[config.mk]
export PLATFORM = sky130hd
export DESIGN_NAME = uhi_top
export DESIGN_NICKNAME = d
export VERILOG_FILES = /design/src/hw/uhi_pkg.sv /design/src/hw/uhi_engine.sv /design/src/hw/uhi_top.sv
export SDC_FILE = /design/constraint.sdc
export NUM_CORES = 1
export LEC_CHECK = 0
export BUFFER_PORTS_ARGS = -buffer_cell sky130_fd_sc_hd__buf_2
export CAP_MARGIN = 20
export CORE_MARGIN = 4
export CORE_UTILIZATION = 60
export CTS_CLUSTER_DIAMETER = 100
export DETAILED_ROUTE_END_ITERATION = 8
export HOLD_SLACK_MARGIN = 0.08
export PLACE_DENSITY = 0.85
export SYNTH_ARGS = -nofsm -noshare
export SYNTH_HDL_FRONTEND = slang
export SYNTH_SLANG_ARGS = --single-unit
[constraint.sdc]
create_clock -name clk -period 3.5 [get_ports clk]
set_input_delay 0.175 -clock clk [delete_from_list [all_inputs] [get_ports clk]]
set_output_delay 0.175 -clock clk [all_outputs]
set_load 0.05 [all_outputs]
[src/hw/uhi_pkg.sv]
package uhi_pkg;
    localparam logic [15:0] UHI_ENABLE_1_OFS = 16'hC08C;
    localparam logic [15:0] UHI_STATUS_1_OFS = 16'hC090;
    localparam logic [15:0] UHI_RELOAD_1_OFS = 16'hC092;
    localparam logic [15:0] UHI_ENABLE_2_OFS = 16'hC0AC;
    localparam logic [15:0] UHI_STATUS_2_OFS = 16'hC0B0;
    localparam logic [15:0] UHI_RELOAD_2_OFS = 16'hC0B2;
    localparam logic [15:0] UHI_ADDR_1_OFS   = 16'hC088;
    localparam logic [15:0] UHI_ADDR_2_OFS   = 16'hC0A8;
    localparam int          UHI_BIT_VBUS     = 15;
    localparam int          UHI_BIT_ID       = 14;
    localparam int          UHI_BIT_SOF      = 9;
    localparam int          UHI_BIT_WAKE     = 6;
    localparam int          UHI_BIT_CONN     = 4;
    localparam int          UHI_BIT_SE0      = 2;
    localparam int          UHI_BIT_DONE     = 0;
    localparam logic [15:0] UHI_MASK_FULL    = 16'hC251;
    localparam logic [15:0] UHI_MASK_NOOTG   = 16'h0251;
    localparam logic [13:0] UHI_RELOAD_RST   = 14'h2EE0;
    localparam logic [15:0] UHI_ENABLE_RST   = 16'h0000;
    localparam logic [6:0]  UHI_ADDR_RST     = 7'h00;
    localparam logic [10:0] UHI_FRAME_RST    = 11'h000;
    localparam int          UHI_CLK_HZ       = 100_000_000;
    localparam int          UHI_TICK_HZ      = 12_000_000;
    // 100/12 is not whole: a phase accumulator gives the exact average rate
    localparam logic [7:0]  UHI_TICK_INC     = 8'(UHI_TICK_HZ / 4_000_000);
    localparam logic [7:0]  UHI_TICK_MOD     = 8'(UHI_CLK_HZ / 4_000_000);
endpackage

[src/hw/uhi_engine.sv]
`timescale 1ns/1ns
module uhi_engine
    import uhi_pkg::*;
#(
    parameter bit HAS_OTG = 1'b1
) (
    input  wire logic        clk,
    input  wire logic        arst_n,
    input  wire logic        tick_12m,
    input  wire logic        wr_enable,
    input  wire logic        wr_status,
    input  wire logic        wr_reload,
    input  wire logic        wr_addr,
    input  wire logic [15:0] wdata,
    input  wire logic        vbus_valid,
    input  wire logic        otg_id,
    input  wire logic        line_se0,
    input  wire logic        remote_wake,
    input  wire logic        xfer_done,
    input  wire logic        sof_sent,
    output logic      [15:0] enable_rd,
    output logic      [15:0] status_rd,
    output logic      [15:0] reload_rd,
    output logic      [6:0]  target_addr,
    output logic      [10:0] frame_num,
    output logic      [13:0] frame_count,
    output logic             frame_expired,
    output logic             irq
);
    import uhi_pkg::*;

    typedef struct packed {
        logic [15:0] en;
        logic [15:0] flag;
        logic [13:0] reload;
        logic [13:0] cnt;
        logic [6:0]  addr;
        logic [10:0] frame;
        logic        vbus;
        logic        id;
        logic        se0;
        logic        primed;
    } uhi_eng_s;

    localparam logic [15:0] MASK = HAS_OTG ? UHI_MASK_FULL : UHI_MASK_NOOTG;

    uhi_eng_s s_q;
    uhi_eng_s s_d;
    logic     expire;
    logic [15:0] ev;

    ////////////////////////////////////////////////////////////////////////
    always_comb begin
        s_d    = s_q;
        // reload on the tick that reaches zero, so a frame lasts exactly reload ticks
        expire = tick_12m && (s_q.cnt <= 14'h0001);
        ev     = 16'h0000;
        // edge detectors wait one cycle after reset so strap levels do not fire
        ev[UHI_BIT_VBUS] = s_q.primed && (vbus_valid != s_q.vbus);
        ev[UHI_BIT_ID]   = s_q.primed && (otg_id != s_q.id);
        ev[UHI_BIT_SOF]  = expire;
        ev[UHI_BIT_WAKE] = remote_wake;
        ev[UHI_BIT_CONN] = s_q.primed && (line_se0 != s_q.se0);
        ev[UHI_BIT_DONE] = xfer_done;
        s_d.primed = 1'b1;
        s_d.vbus   = vbus_valid;
        s_d.id     = otg_id;
        s_d.se0    = line_se0;
        if (wr_enable) begin
            s_d.en = wdata & MASK;
        end
        // set wins over a same-cycle clear; flags set regardless of enable
        if (wr_status) begin
            s_d.flag = s_q.flag & ~wdata;
        end
        s_d.flag = (s_d.flag | ev) & MASK;
        if (wr_addr) begin
            s_d.addr = wdata[6:0];
        end
        if (tick_12m) begin
            s_d.cnt = expire ? s_q.reload : s_q.cnt - 14'h0001;
        end
        if (sof_sent) begin
            s_d.frame = s_q.frame + 11'h001;
        end
        if (wr_reload) begin
            s_d.reload = wdata[13:0];
            s_d.frame  = UHI_FRAME_RST;
        end
    end

    always_ff @(posedge clk or negedge arst_n) begin
        if (!arst_n) begin
            s_q <= '{en: UHI_ENABLE_RST, flag: 16'h0000, reload: UHI_RELOAD_RST, cnt: UHI_RELOAD_RST,
                     addr: UHI_ADDR_RST, frame: UHI_FRAME_RST, vbus: 1'b0, id: 1'b0, se0: 1'b0,
                     primed: 1'b0};
        end else begin
            s_q <= s_d;
        end
    end

    ////////////////////////////////////////////////////////////////////////
    always_comb begin
        status_rd = s_q.flag;
        status_rd[UHI_BIT_SE0] = s_q.se0;
    end
    assign enable_rd     = s_q.en;
    assign reload_rd     = {2'b00, s_q.reload};
    assign target_addr   = s_q.addr;
    assign frame_num     = s_q.frame;
    assign frame_count   = s_q.cnt;
    assign frame_expired = expire;
    assign irq           = |(s_q.flag & s_q.en);
endmodule

[src/hw/uhi_top.sv]
`timescale 1ns/1ns
module uhi_top
    import uhi_pkg::*;
(
    input  wire logic        clk,
    input  wire logic        arst_n,
    input  wire logic        cpu_wr,
    input  wire logic        cpu_rd,
    input  wire logic [15:0] cpu_addr,
    input  wire logic [15:0] cpu_wdata,
    output logic      [15:0] cpu_rdata,
    input  wire logic        hpi_wr,
    input  wire logic        hpi_rd,
    input  wire logic [15:0] hpi_addr,
    input  wire logic [15:0] hpi_wdata,
    output logic      [15:0] hpi_rdata,
    input  wire logic        vbus_valid,
    input  wire logic        otg_id,
    input  wire logic [1:0]  line_se0,
    input  wire logic [1:0]  remote_wake,
    input  wire logic [1:0]  xfer_done,
    input  wire logic [1:0]  sof_sent,
    output logic      [13:0] target_addr,
    output logic      [21:0] frame_num,
    output logic      [27:0] frame_count,
    output logic      [1:0]  frame_expired,
    output logic      [1:0]  irq
);
    import uhi_pkg::*;

    typedef struct packed {
        logic [7:0]  phase;
        logic        tick;
        logic [15:0] cpu_rdata;
        logic [15:0] hpi_rdata;
    } uhi_top_s;

    uhi_top_s t_q;
    uhi_top_s t_d;
    logic [15:0] enable_rd [2];
    logic [15:0] status_rd [2];
    logic [15:0] reload_rd [2];
    // parallel host port wins a same-cycle write clash with the internal processor
    logic        wr_any;
    logic [15:0] wa;
    logic [15:0] wd;

    function automatic logic [15:0] rd_mux(input logic [15:0] a, input logic [15:0] e1,
                                           input logic [15:0] s1, input logic [15:0] r1,
                                           input logic [15:0] e2, input logic [15:0] s2,
                                           input logic [15:0] r2);
        case (a)
            UHI_ENABLE_1_OFS: rd_mux = e1;
            UHI_STATUS_1_OFS: rd_mux = s1;
            UHI_RELOAD_1_OFS: rd_mux = r1;
            UHI_ENABLE_2_OFS: rd_mux = e2;
            UHI_STATUS_2_OFS: rd_mux = s2;
            UHI_RELOAD_2_OFS: rd_mux = r2;
            default:          rd_mux = 16'h0000;
        endcase
    endfunction

    assign wr_any = hpi_wr | cpu_wr;
    assign wa     = hpi_wr ? hpi_addr : cpu_addr;
    assign wd     = hpi_wr ? hpi_wdata : cpu_wdata;

    ////////////////////////////////////////////////////////////////////////
    always_comb begin
        t_d = t_q;
        t_d.tick = 1'b0;
        if (t_q.phase + UHI_TICK_INC >= UHI_TICK_MOD) begin
            t_d.phase = t_q.phase + UHI_TICK_INC - UHI_TICK_MOD;
            t_d.tick  = 1'b1;
        end else begin
            t_d.phase = t_q.phase + UHI_TICK_INC;
        end
        if (cpu_rd) begin
            t_d.cpu_rdata = rd_mux(cpu_addr, enable_rd[0], status_rd[0], reload_rd[0],
                                   enable_rd[1], status_rd[1], reload_rd[1]);
        end
        if (hpi_rd) begin
            t_d.hpi_rdata = rd_mux(hpi_addr, enable_rd[0], status_rd[0], reload_rd[0],
                                   enable_rd[1], status_rd[1], reload_rd[1]);
        end
    end

    always_ff @(posedge clk or negedge arst_n) begin
        if (!arst_n) begin
            t_q <= '0;
        end else begin
            t_q <= t_d;
        end
    end

    assign cpu_rdata = t_q.cpu_rdata;
    assign hpi_rdata = t_q.hpi_rdata;

    ////////////////////////////////////////////////////////////////////////
    for (genvar g = 0; g < 2; g++) begin : g_eng
        localparam logic [15:0] EN_OFS = (g == 0) ? UHI_ENABLE_1_OFS : UHI_ENABLE_2_OFS;
        localparam logic [15:0] ST_OFS = (g == 0) ? UHI_STATUS_1_OFS : UHI_STATUS_2_OFS;
        localparam logic [15:0] RL_OFS = (g == 0) ? UHI_RELOAD_1_OFS : UHI_RELOAD_2_OFS;
        localparam logic [15:0] AD_OFS = (g == 0) ? UHI_ADDR_1_OFS : UHI_ADDR_2_OFS;
        uhi_engine #(
            .HAS_OTG (g == 0)
        ) u_eng (
            .clk           (clk),
            .arst_n        (arst_n),
            .tick_12m      (t_q.tick),
            .wr_enable     (wr_any && wa == EN_OFS),
            .wr_status     (wr_any && wa == ST_OFS),
            .wr_reload     (wr_any && wa == RL_OFS),
            .wr_addr       (wr_any && wa == AD_OFS),
            .wdata         (wd),
            .vbus_valid    ((g == 0) ? vbus_valid : 1'b0),
            .otg_id        ((g == 0) ? otg_id : 1'b0),
            .line_se0      (line_se0[g]),
            .remote_wake   (remote_wake[g]),
            .xfer_done     (xfer_done[g]),
            .sof_sent      (sof_sent[g]),
            .enable_rd     (enable_rd[g]),
            .status_rd     (status_rd[g]),
            .reload_rd     (reload_rd[g]),
            .target_addr   (target_addr[g*7 +: 7]),
            .frame_num     (frame_num[g*11 +: 11]),
            .frame_count   (frame_count[g*14 +: 14]),
            .frame_expired (frame_expired[g]),
            .irq           (irq[g])
        );
    end
endmodule
==> out/metrics.yaml, run 1 <==
outcome: "completed"
rows: 44
start_kind: "register"
cts_resized: 0
grt_max_degree: 104
rr_worst_depth: 8
antenna_found_initial: 0
htreeDepth: 4
clockBufferDepth: 2
num_antenna_cells: 0
synth_area_mm2: 0.00914
slowest_stage: "nor4_1"
swShare: 0.304
cts_buffers: 17
fin_ws_ns: 0.596
min_path_cells: 3
finClkSkew_ns: 0.00591
vias_per_cell: 6.02
critPathRequiredTime_ns: 3.32
drtAntennaViolNets: 0
gp_congestion: 0.974
arrival_ns: 2.73
leakagePower_nw: 4.78
dieArea_mm2: 0.0173
ys_seq_area_frac: 0.437
area.growth.synth_to_final_pct: 9.70
dp_hpwl_mm: 16.5
final.setup.tns_ns: 0
cts_hold_buffers: 10
first_pass_iters: 6
max_freq_ghz: 0.344
synth-edff-count: 0
drt_iter0_markers: 583
post-cts-setup-buffer-count: 0
cp-end-kind: "output pin"
grt_overflow_total: 0
core-area_mm2: 0.0147
finalSetupViolations: 0
slew_violations: 0
route.detailed.drc: 0
r2r-end: "t_q[40]$_DFF_PN0_"
cts-root-buf: "clkbuf_16"
fin_crit_ns: 2.90
rsz0062_at_grt: "no"
numPortBuffers: 179
reg2reg_slack_ns: 0.90
p_int_w: 0.00315
fp.dieW_um: 131
ys_async_sr_fraction: 1.00
finalHoldViolations: 0
min_to: "g_eng[0].u_eng.frame_num[0]$_DFFE_PN0P_"
yosys.area.top_type: "dfrtp_1"
synth.top_cell.area_share: 0.356
clock_sinks: 158
syn_area_per_cell_um2: 9.91
grt_pass1_vias: 7111
p_clk_frac: 0.382
p_comb_frac: 0.169
yosys-top-cells-area: "dfrtp_1 (36%), mux2_2 (9.5%), buf_4 (8.6%)"
ys_top_cells_by_count: "dfrtp_1 (130), buf_4 (105), mux2_2 (77), nand2_1 (74), nor2_1 (69)"
drv_cap: 0
wl_per_cell_um: 19.0
grt_pass1_wl_mm: 36.7
hold_start: "sof_sent[0]"
p_seq_frac: 0.448
synth_nets: 1011
synthMostInstantiatedCell: "dfrtp_1"
power_density_mw_per_mm2: 452
io_pins: 180
wl_mm: 22.7
syn_inst: 922
track_usage: 0.262
drive_gt1_frac: 0.336
power_switching_w: 0.00138
hp-class: "in -> reg"
die_y_um: 131
clk_pin_slew_ns: 0.06
rr_startpoint: "t_q[33]$_DFFE_PN0N_"
slew_headroom: 0.305
yosysWarnings: 0
synth_cell_types: 63
place_worst_setup_slack_ns: 0.857
irDropWorstVdd_mv: 0.548
nNetsFinal: 1087
fin_crit_sh: 0.830
cts_tree: "done"
path_max_fanout: 17
worst_pin_slew_ns: 1.03
max_stage_delay_ns: 0.57
start_util: 0.621
path_cells: "nor4_1, o2111ai_1, or2_1, inv_2, buf_2"
clkLatencyLatePin_ns: 0.42
dr_total_vias: 7195
synth_ff_type: "dfrtp_1"
worstSetupPathType: "reg -> out"
synth_seq_cells: 158
==> layer usage <==
| layer | GRT usage | part of all wire |
|---|---|---|
| met5 | 0 | 0 |
| met2 | 0.422 | 0.48 |
| met3 | 0.0661 | 0.080 |
| met4 | 0.0893 | 0.025 |
| met1 | 0.350 | 0.41 |
==> power groups by stage <==
stage	combinational, W	sequential (W)	clock, W
floorplan	0.000657	0.00203	0
global placement	0.000746	0.00205	0
detailed placement	0.000761	0.00206	0
CTS	0.000774	0.00203	0.00175
global route	0.000824	0.00205	0.00184
finish	0.000767	0.00203	0.00173
==> cell type report <==
class                      instances  area [um2]
fill                            1116        4680
multi-input combinational        582        4020
sequential                       158        3990
timing repair buffer             196        1070
clock buffer                      21         460
tap                              184         230
inverter                          43         161
clock inverter                    11        92.6
==> cells by family (layout without fill, tap and decap cells) <==
| logic type | after synthesis | in the layout | synth area share |
|---|---|---|---|
| mux | 104 | 104 | 0.126 |
| buf+inv | 182 | 271 | 0.123 |
| xor+xnor | 33 | 33 | 0.0316 |
| fa+ha+maj | 9 | 9 | 0.0123 |
| flops | 158 | 158 | 0.437 |
| simple gates | 245 | 245 | 0.134 |
| compound gates | 190 | 190 | 0.136 |
| other cells | 1 | 1 | 0.000411 |
==> critical path: cells and delay by family (launching register included) <==
family / cells / cell delay (ns)
AO/OA/AOI/OAI: 1 / 0.28
AND/OR/NAND/NOR: 2 / 1.05
flip-flops: 1 / 0.39
buffers and inverters: 2 / 0.58
==> stage by stage <==
| step | power (W) | utilization | cells | cell area [um2] | hold WS, ns |
|---|---|---|---|---|---|
| global route | 0.00471 | 0.682 | 1195 | 10000 | 0.0848 |
| CTS | 0.00456 | 0.682 | 1195 | 10000 | 0.0807 |
| finish | 0.00453 | 0.682 | 1195 | 10000 | 0.0862 |
| floorplan | 0.00269 | - | 922 | 9140 | -0.121 |
| global placement | 0.00280 | 0.637 | 1153 | 9370 | 0.171 |
| detailed placement | 0.00282 | 0.637 | 1153 | 9370 | 0.175 |
==> layout by cell type (no fill, tap or decap), types with 17 or more instances in the layout <==
cell,count
buf_2,178
dfrtp_1,130
mux2_2,77
nand2_1,74
nor2_1,69
inv_1,42
o21ai_0,37
a21oi_1,37
dfstp_2,28
mux2i_1,26
xor2_1,24
nand3_1,24
a22oi_1,22
o22ai_1,20
clkbuf_16,17
==> how the worst max path moves through the flow <==
stage	from	end	slack [ns]
4_1_cts	g_eng[1].u_eng.frame_count[10]$_DFFE_PN1P_	frame_expired[1]	0.59
6_report	g_eng[1].u_eng.frame_count[10]$_DFFE_PN1P_	frame_expired[1]	0.60
3_5_place_dp	hpi_wr	g_eng[1].u_eng.reload_rd[1]$_DFFE_PN0N_	0.86
2_1_floorplan	g_eng[1].u_eng.frame_count[10]$_DFFE_PN1P_	g_eng[1].u_eng.frame_count[7]$_DFFE_PN1P_	1.28
3_3_place_gp	hpi_wr	g_eng[0].u_eng.reload_rd[7]$_DFFE_PN1N_	0.91
5_1_grt	g_eng[1].u_eng.frame_count[10]$_DFFE_PN1P_	frame_expired[1]	0.38
==> sequential cells by signal, summed over array words and instances, names as in the netlist <==
name and count:
hpi_rdata 16, g_eng.u_eng.target_addr 14, g_eng.u_eng.enable_rd 10, g_eng.u_eng.s_q 3, t_q 9, g_eng.u_eng.frame_count 28, cpu_rdata 16, g_eng.u_eng.status_rd 12
g_eng.u_eng.frame_num 22, g_eng.u_eng.reload_rd 28
(Power assumes the default switching activity.)
==> inputs of run 2 (changes only) <==
- ABC_AREA: not set -> 1
- CORE_UTILIZATION: 60 -> 51
- PLACE_DENSITY: 0.85 -> 0.76
- clock period: 3.5 -> 2.53 ns (I/O delays scaled with it)
==> run 2 against run 1 <==
  * Worst hold slack better by 0.020 ns
  * Clock skew up 0.0066 ns
  * Setup slack worse by 0.34 ns
==> out/metrics.yaml, run 2 <==
outcome: "completed"
leakagePower_nw: 5.74
drv_cap: 0
r2r-end: "g_eng[1].u_eng.frame_count[4]$_DFFE_PN0P_"
fin_ws_ns: 0.260
start_kind: "register"
drtAntennaViolNets: 0
htreeDepth: 4
slew_headroom: 0.527
syn_inst: 1372
path_max_fanout: 10
cts_buffers: 17
yosys.area.top_type: "dfrtp_1"
synth.top_cell.area_share: 0.331
fp.dieW_um: 147
seq_area_mm2: 0.00399
hp-class: "in -> reg"
clkLatencyLatePin_ns: 0.43
hold_start: "cpu_wdata[15]"
final_util: 0.584
fin_crit_ns: 2.27
dr_total_vias: 8978
route.detailed.drc: 0
synth_ff_type: "dfrtp_1"
grt_pass1_wl_mm: 42.7
wl_mm: 25.7
path_cells: "inv_1, ha_1, o21ai_0, nor2_1, nand2_2, clkinv_2, buf_2"
grt_pass1_vias: 8498
cts_tree: "done"
syn_area_per_cell_um2: 7.16
finalHoldViolations: 0
rr_worst_depth: 9
worstSetupPathType: "reg -> out"
critPathRequiredTime_ns: 2.40
numPortBuffers: 179
min_path_cells: 5
max_stage_delay_ns: 0.43
crit_family: "buffers and inverters"
ys_top_cells_by_count: "nand2_1 (429), inv_1 (132), dfrtp_1 (130), nor2_1 (130), nand3_1 (123)"
synth_area_mm2: 0.00982
arrival_ns: 2.14
final_common_cell: "nand2_1"
total_power_w: 0.00890
cp-end-kind: "output pin"
rr_startpoint: "g_eng[1].u_eng.frame_count[0]$_DFFE_PN0P_"
cp-startpoint: "g_eng[0].u_eng.frame_count[0]$_DFFE_PN0P_"
die_y_um: 147
cts-root-buf: "clkbuf_16"
grt_max_degree: 74
min_to: "g_eng[0].u_eng.enable_rd[15]$_DFFE_PN0P_"
crit_buf_inv: 3
reg2reg_slack_ns: 0.41
synth_nets: 1461
area.growth.synth_to_final_pct: 12.0
synth-edff-count: 0
finalSetupViolations: 0
multi_input_area_mm2: 0.00439
rsz0062_at_grt: "no"
drt_iter0_markers: 656
clock_sinks: 158
synth_cell_types: 38
wl_per_cell_um: 14.8
place_worst_setup_slack_ns: 0.361
fin_crit_sh: 0.897
max_freq_ghz: 0.440
dieArea_mm2: 0.0215
vias_per_cell: 5.16
drive_gt1_frac: 0.194
core-area_mm2: 0.0188
whs_ns: 0.107
nNetsFinal: 1553
finClkSkew_ns: 0.0125
io_pins: 180
ys_async_sr_fraction: 1.00
dp_hpwl_mm: 19.7
cp.depth: 7
yosys-top-cells-area: "dfrtp_1 (33%), nand2_1 (16%), buf_4 (7.7%)"
antenna_found_initial: 2
final.setup.tns_ns: 0
first_pass_iters: 5
gp_congestion: 0.938
track_usage: 0.241
irDropWorstVdd_mv: 0.517
slowest_stage: "dfrtp_1"
clockBufferDepth: 2
start_util: 0.521
layout_common_cells: "nand2_1 (428), buf_2 (178), inv_1 (132)"
fill_cells: 1789
ys_seq_area_frac: 0.406
worst_pin_slew_ns: 0.690
synthMostInstantiatedCell: "nand2_1"
yosysWarnings: 0
clk_pin_slew_ns: 0.06
power_density_mw_per_mm2: 809
synth_seq_cells: 158
rows: 50
slew_violations: 0
grt_overflow_total: 0
run 2: cell types whose count changed after synthesis, moves of 12 or more:
cell / delta
nand2_1: +355
nand3_1: +99
inv_1: +90
mux2_2: -77
nor2_1: +61
o21ai_1: +34
a21oi_1: -27
o21ai_0: +24
a22oi_1: -22
mux2i_1: -15
nand4_1: +12
xor2_1: -12
run 2: area by class of cell:
cell class | count | share of cell area
Clock buffer | 18 | 0.0400
Timing Repair Buffer | 211 | 0.107
Tap cell | 260 | 0.0296
Sequential cell | 158 | 0.363
Clock inverter | 14 | 0.0141
Antenna cell | 2 | 0.000455
Multi-Input combinational cell | 941 | 0.399
Inverter | 135 | 0.0462
run 2: stage by stage:
stage               std cells  instance area, um2
finish                   1739               11000
global route             1739               11000
CTS                      1737               11000
detailed placement       1690               10200
global placement         1690               10200
floorplan                1372                9820
run 2: repair_timing:
item                                    in CTS  in global routing
hold buffers                                15                  0
gates resized for setup                      1                  1
endpoints found under the hold margin      100                  0
setup buffers                                0                  0
endpoints found under the setup margin       1                  1
run 2: cell families after synthesis:
family | after synthesis | share of synthesized area
other | 1 | 0.000382
buffers and inverters | 273 | 0.147
muxes | 11 | 0.0112
and+or+nand+nor | 741 | 0.315
DFF | 158 | 0.406
AOI/OAI and AO/OA | 163 | 0.0941
xor gates and xnor gates | 16 | 0.0143
adders and majority gates | 9 | 0.0115
run 2: worst min-delay path, stage by stage:
cell and delay [ns]:
buf_2 0.10, nand2_1 0.05, nand2_1 0.07, inv_1 0.06
o21ai_1 0.07
run 2: how the worst max path moves through the flow:
stage / end / slack [ns]
final: frame_expired[0] / 0.26
after global routing: frame_expired[0] / 0.13
after CTS: frame_expired[0] / 0.13
after detailed placement: g_eng[0].u_eng.frame_count[0]$_DFFE_PN0P_ / 0.36
after global placement: g_eng[0].u_eng.frame_count[0]$_DFFE_PN0P_ / 0.37
after floorplan: t_q[34]$_DFF_PN0_ / 0.78
run 2: report_power, final:
group,leakage [nW],internal (W),switching [W]
clock,0.296,0.00150,0.00111
sequential,1.95,0.00294,0.000422
combinational,3.49,0.000755,0.00217
run 2: routing by layer:
metal	global-route usage	up-vias	wire, um
li1	-	4489	-
met1	0.321	4131	11200
met2	0.397	320	12400
met3	0.0481	38	1630
met4	0.0767	0	546
met5	0	-	0
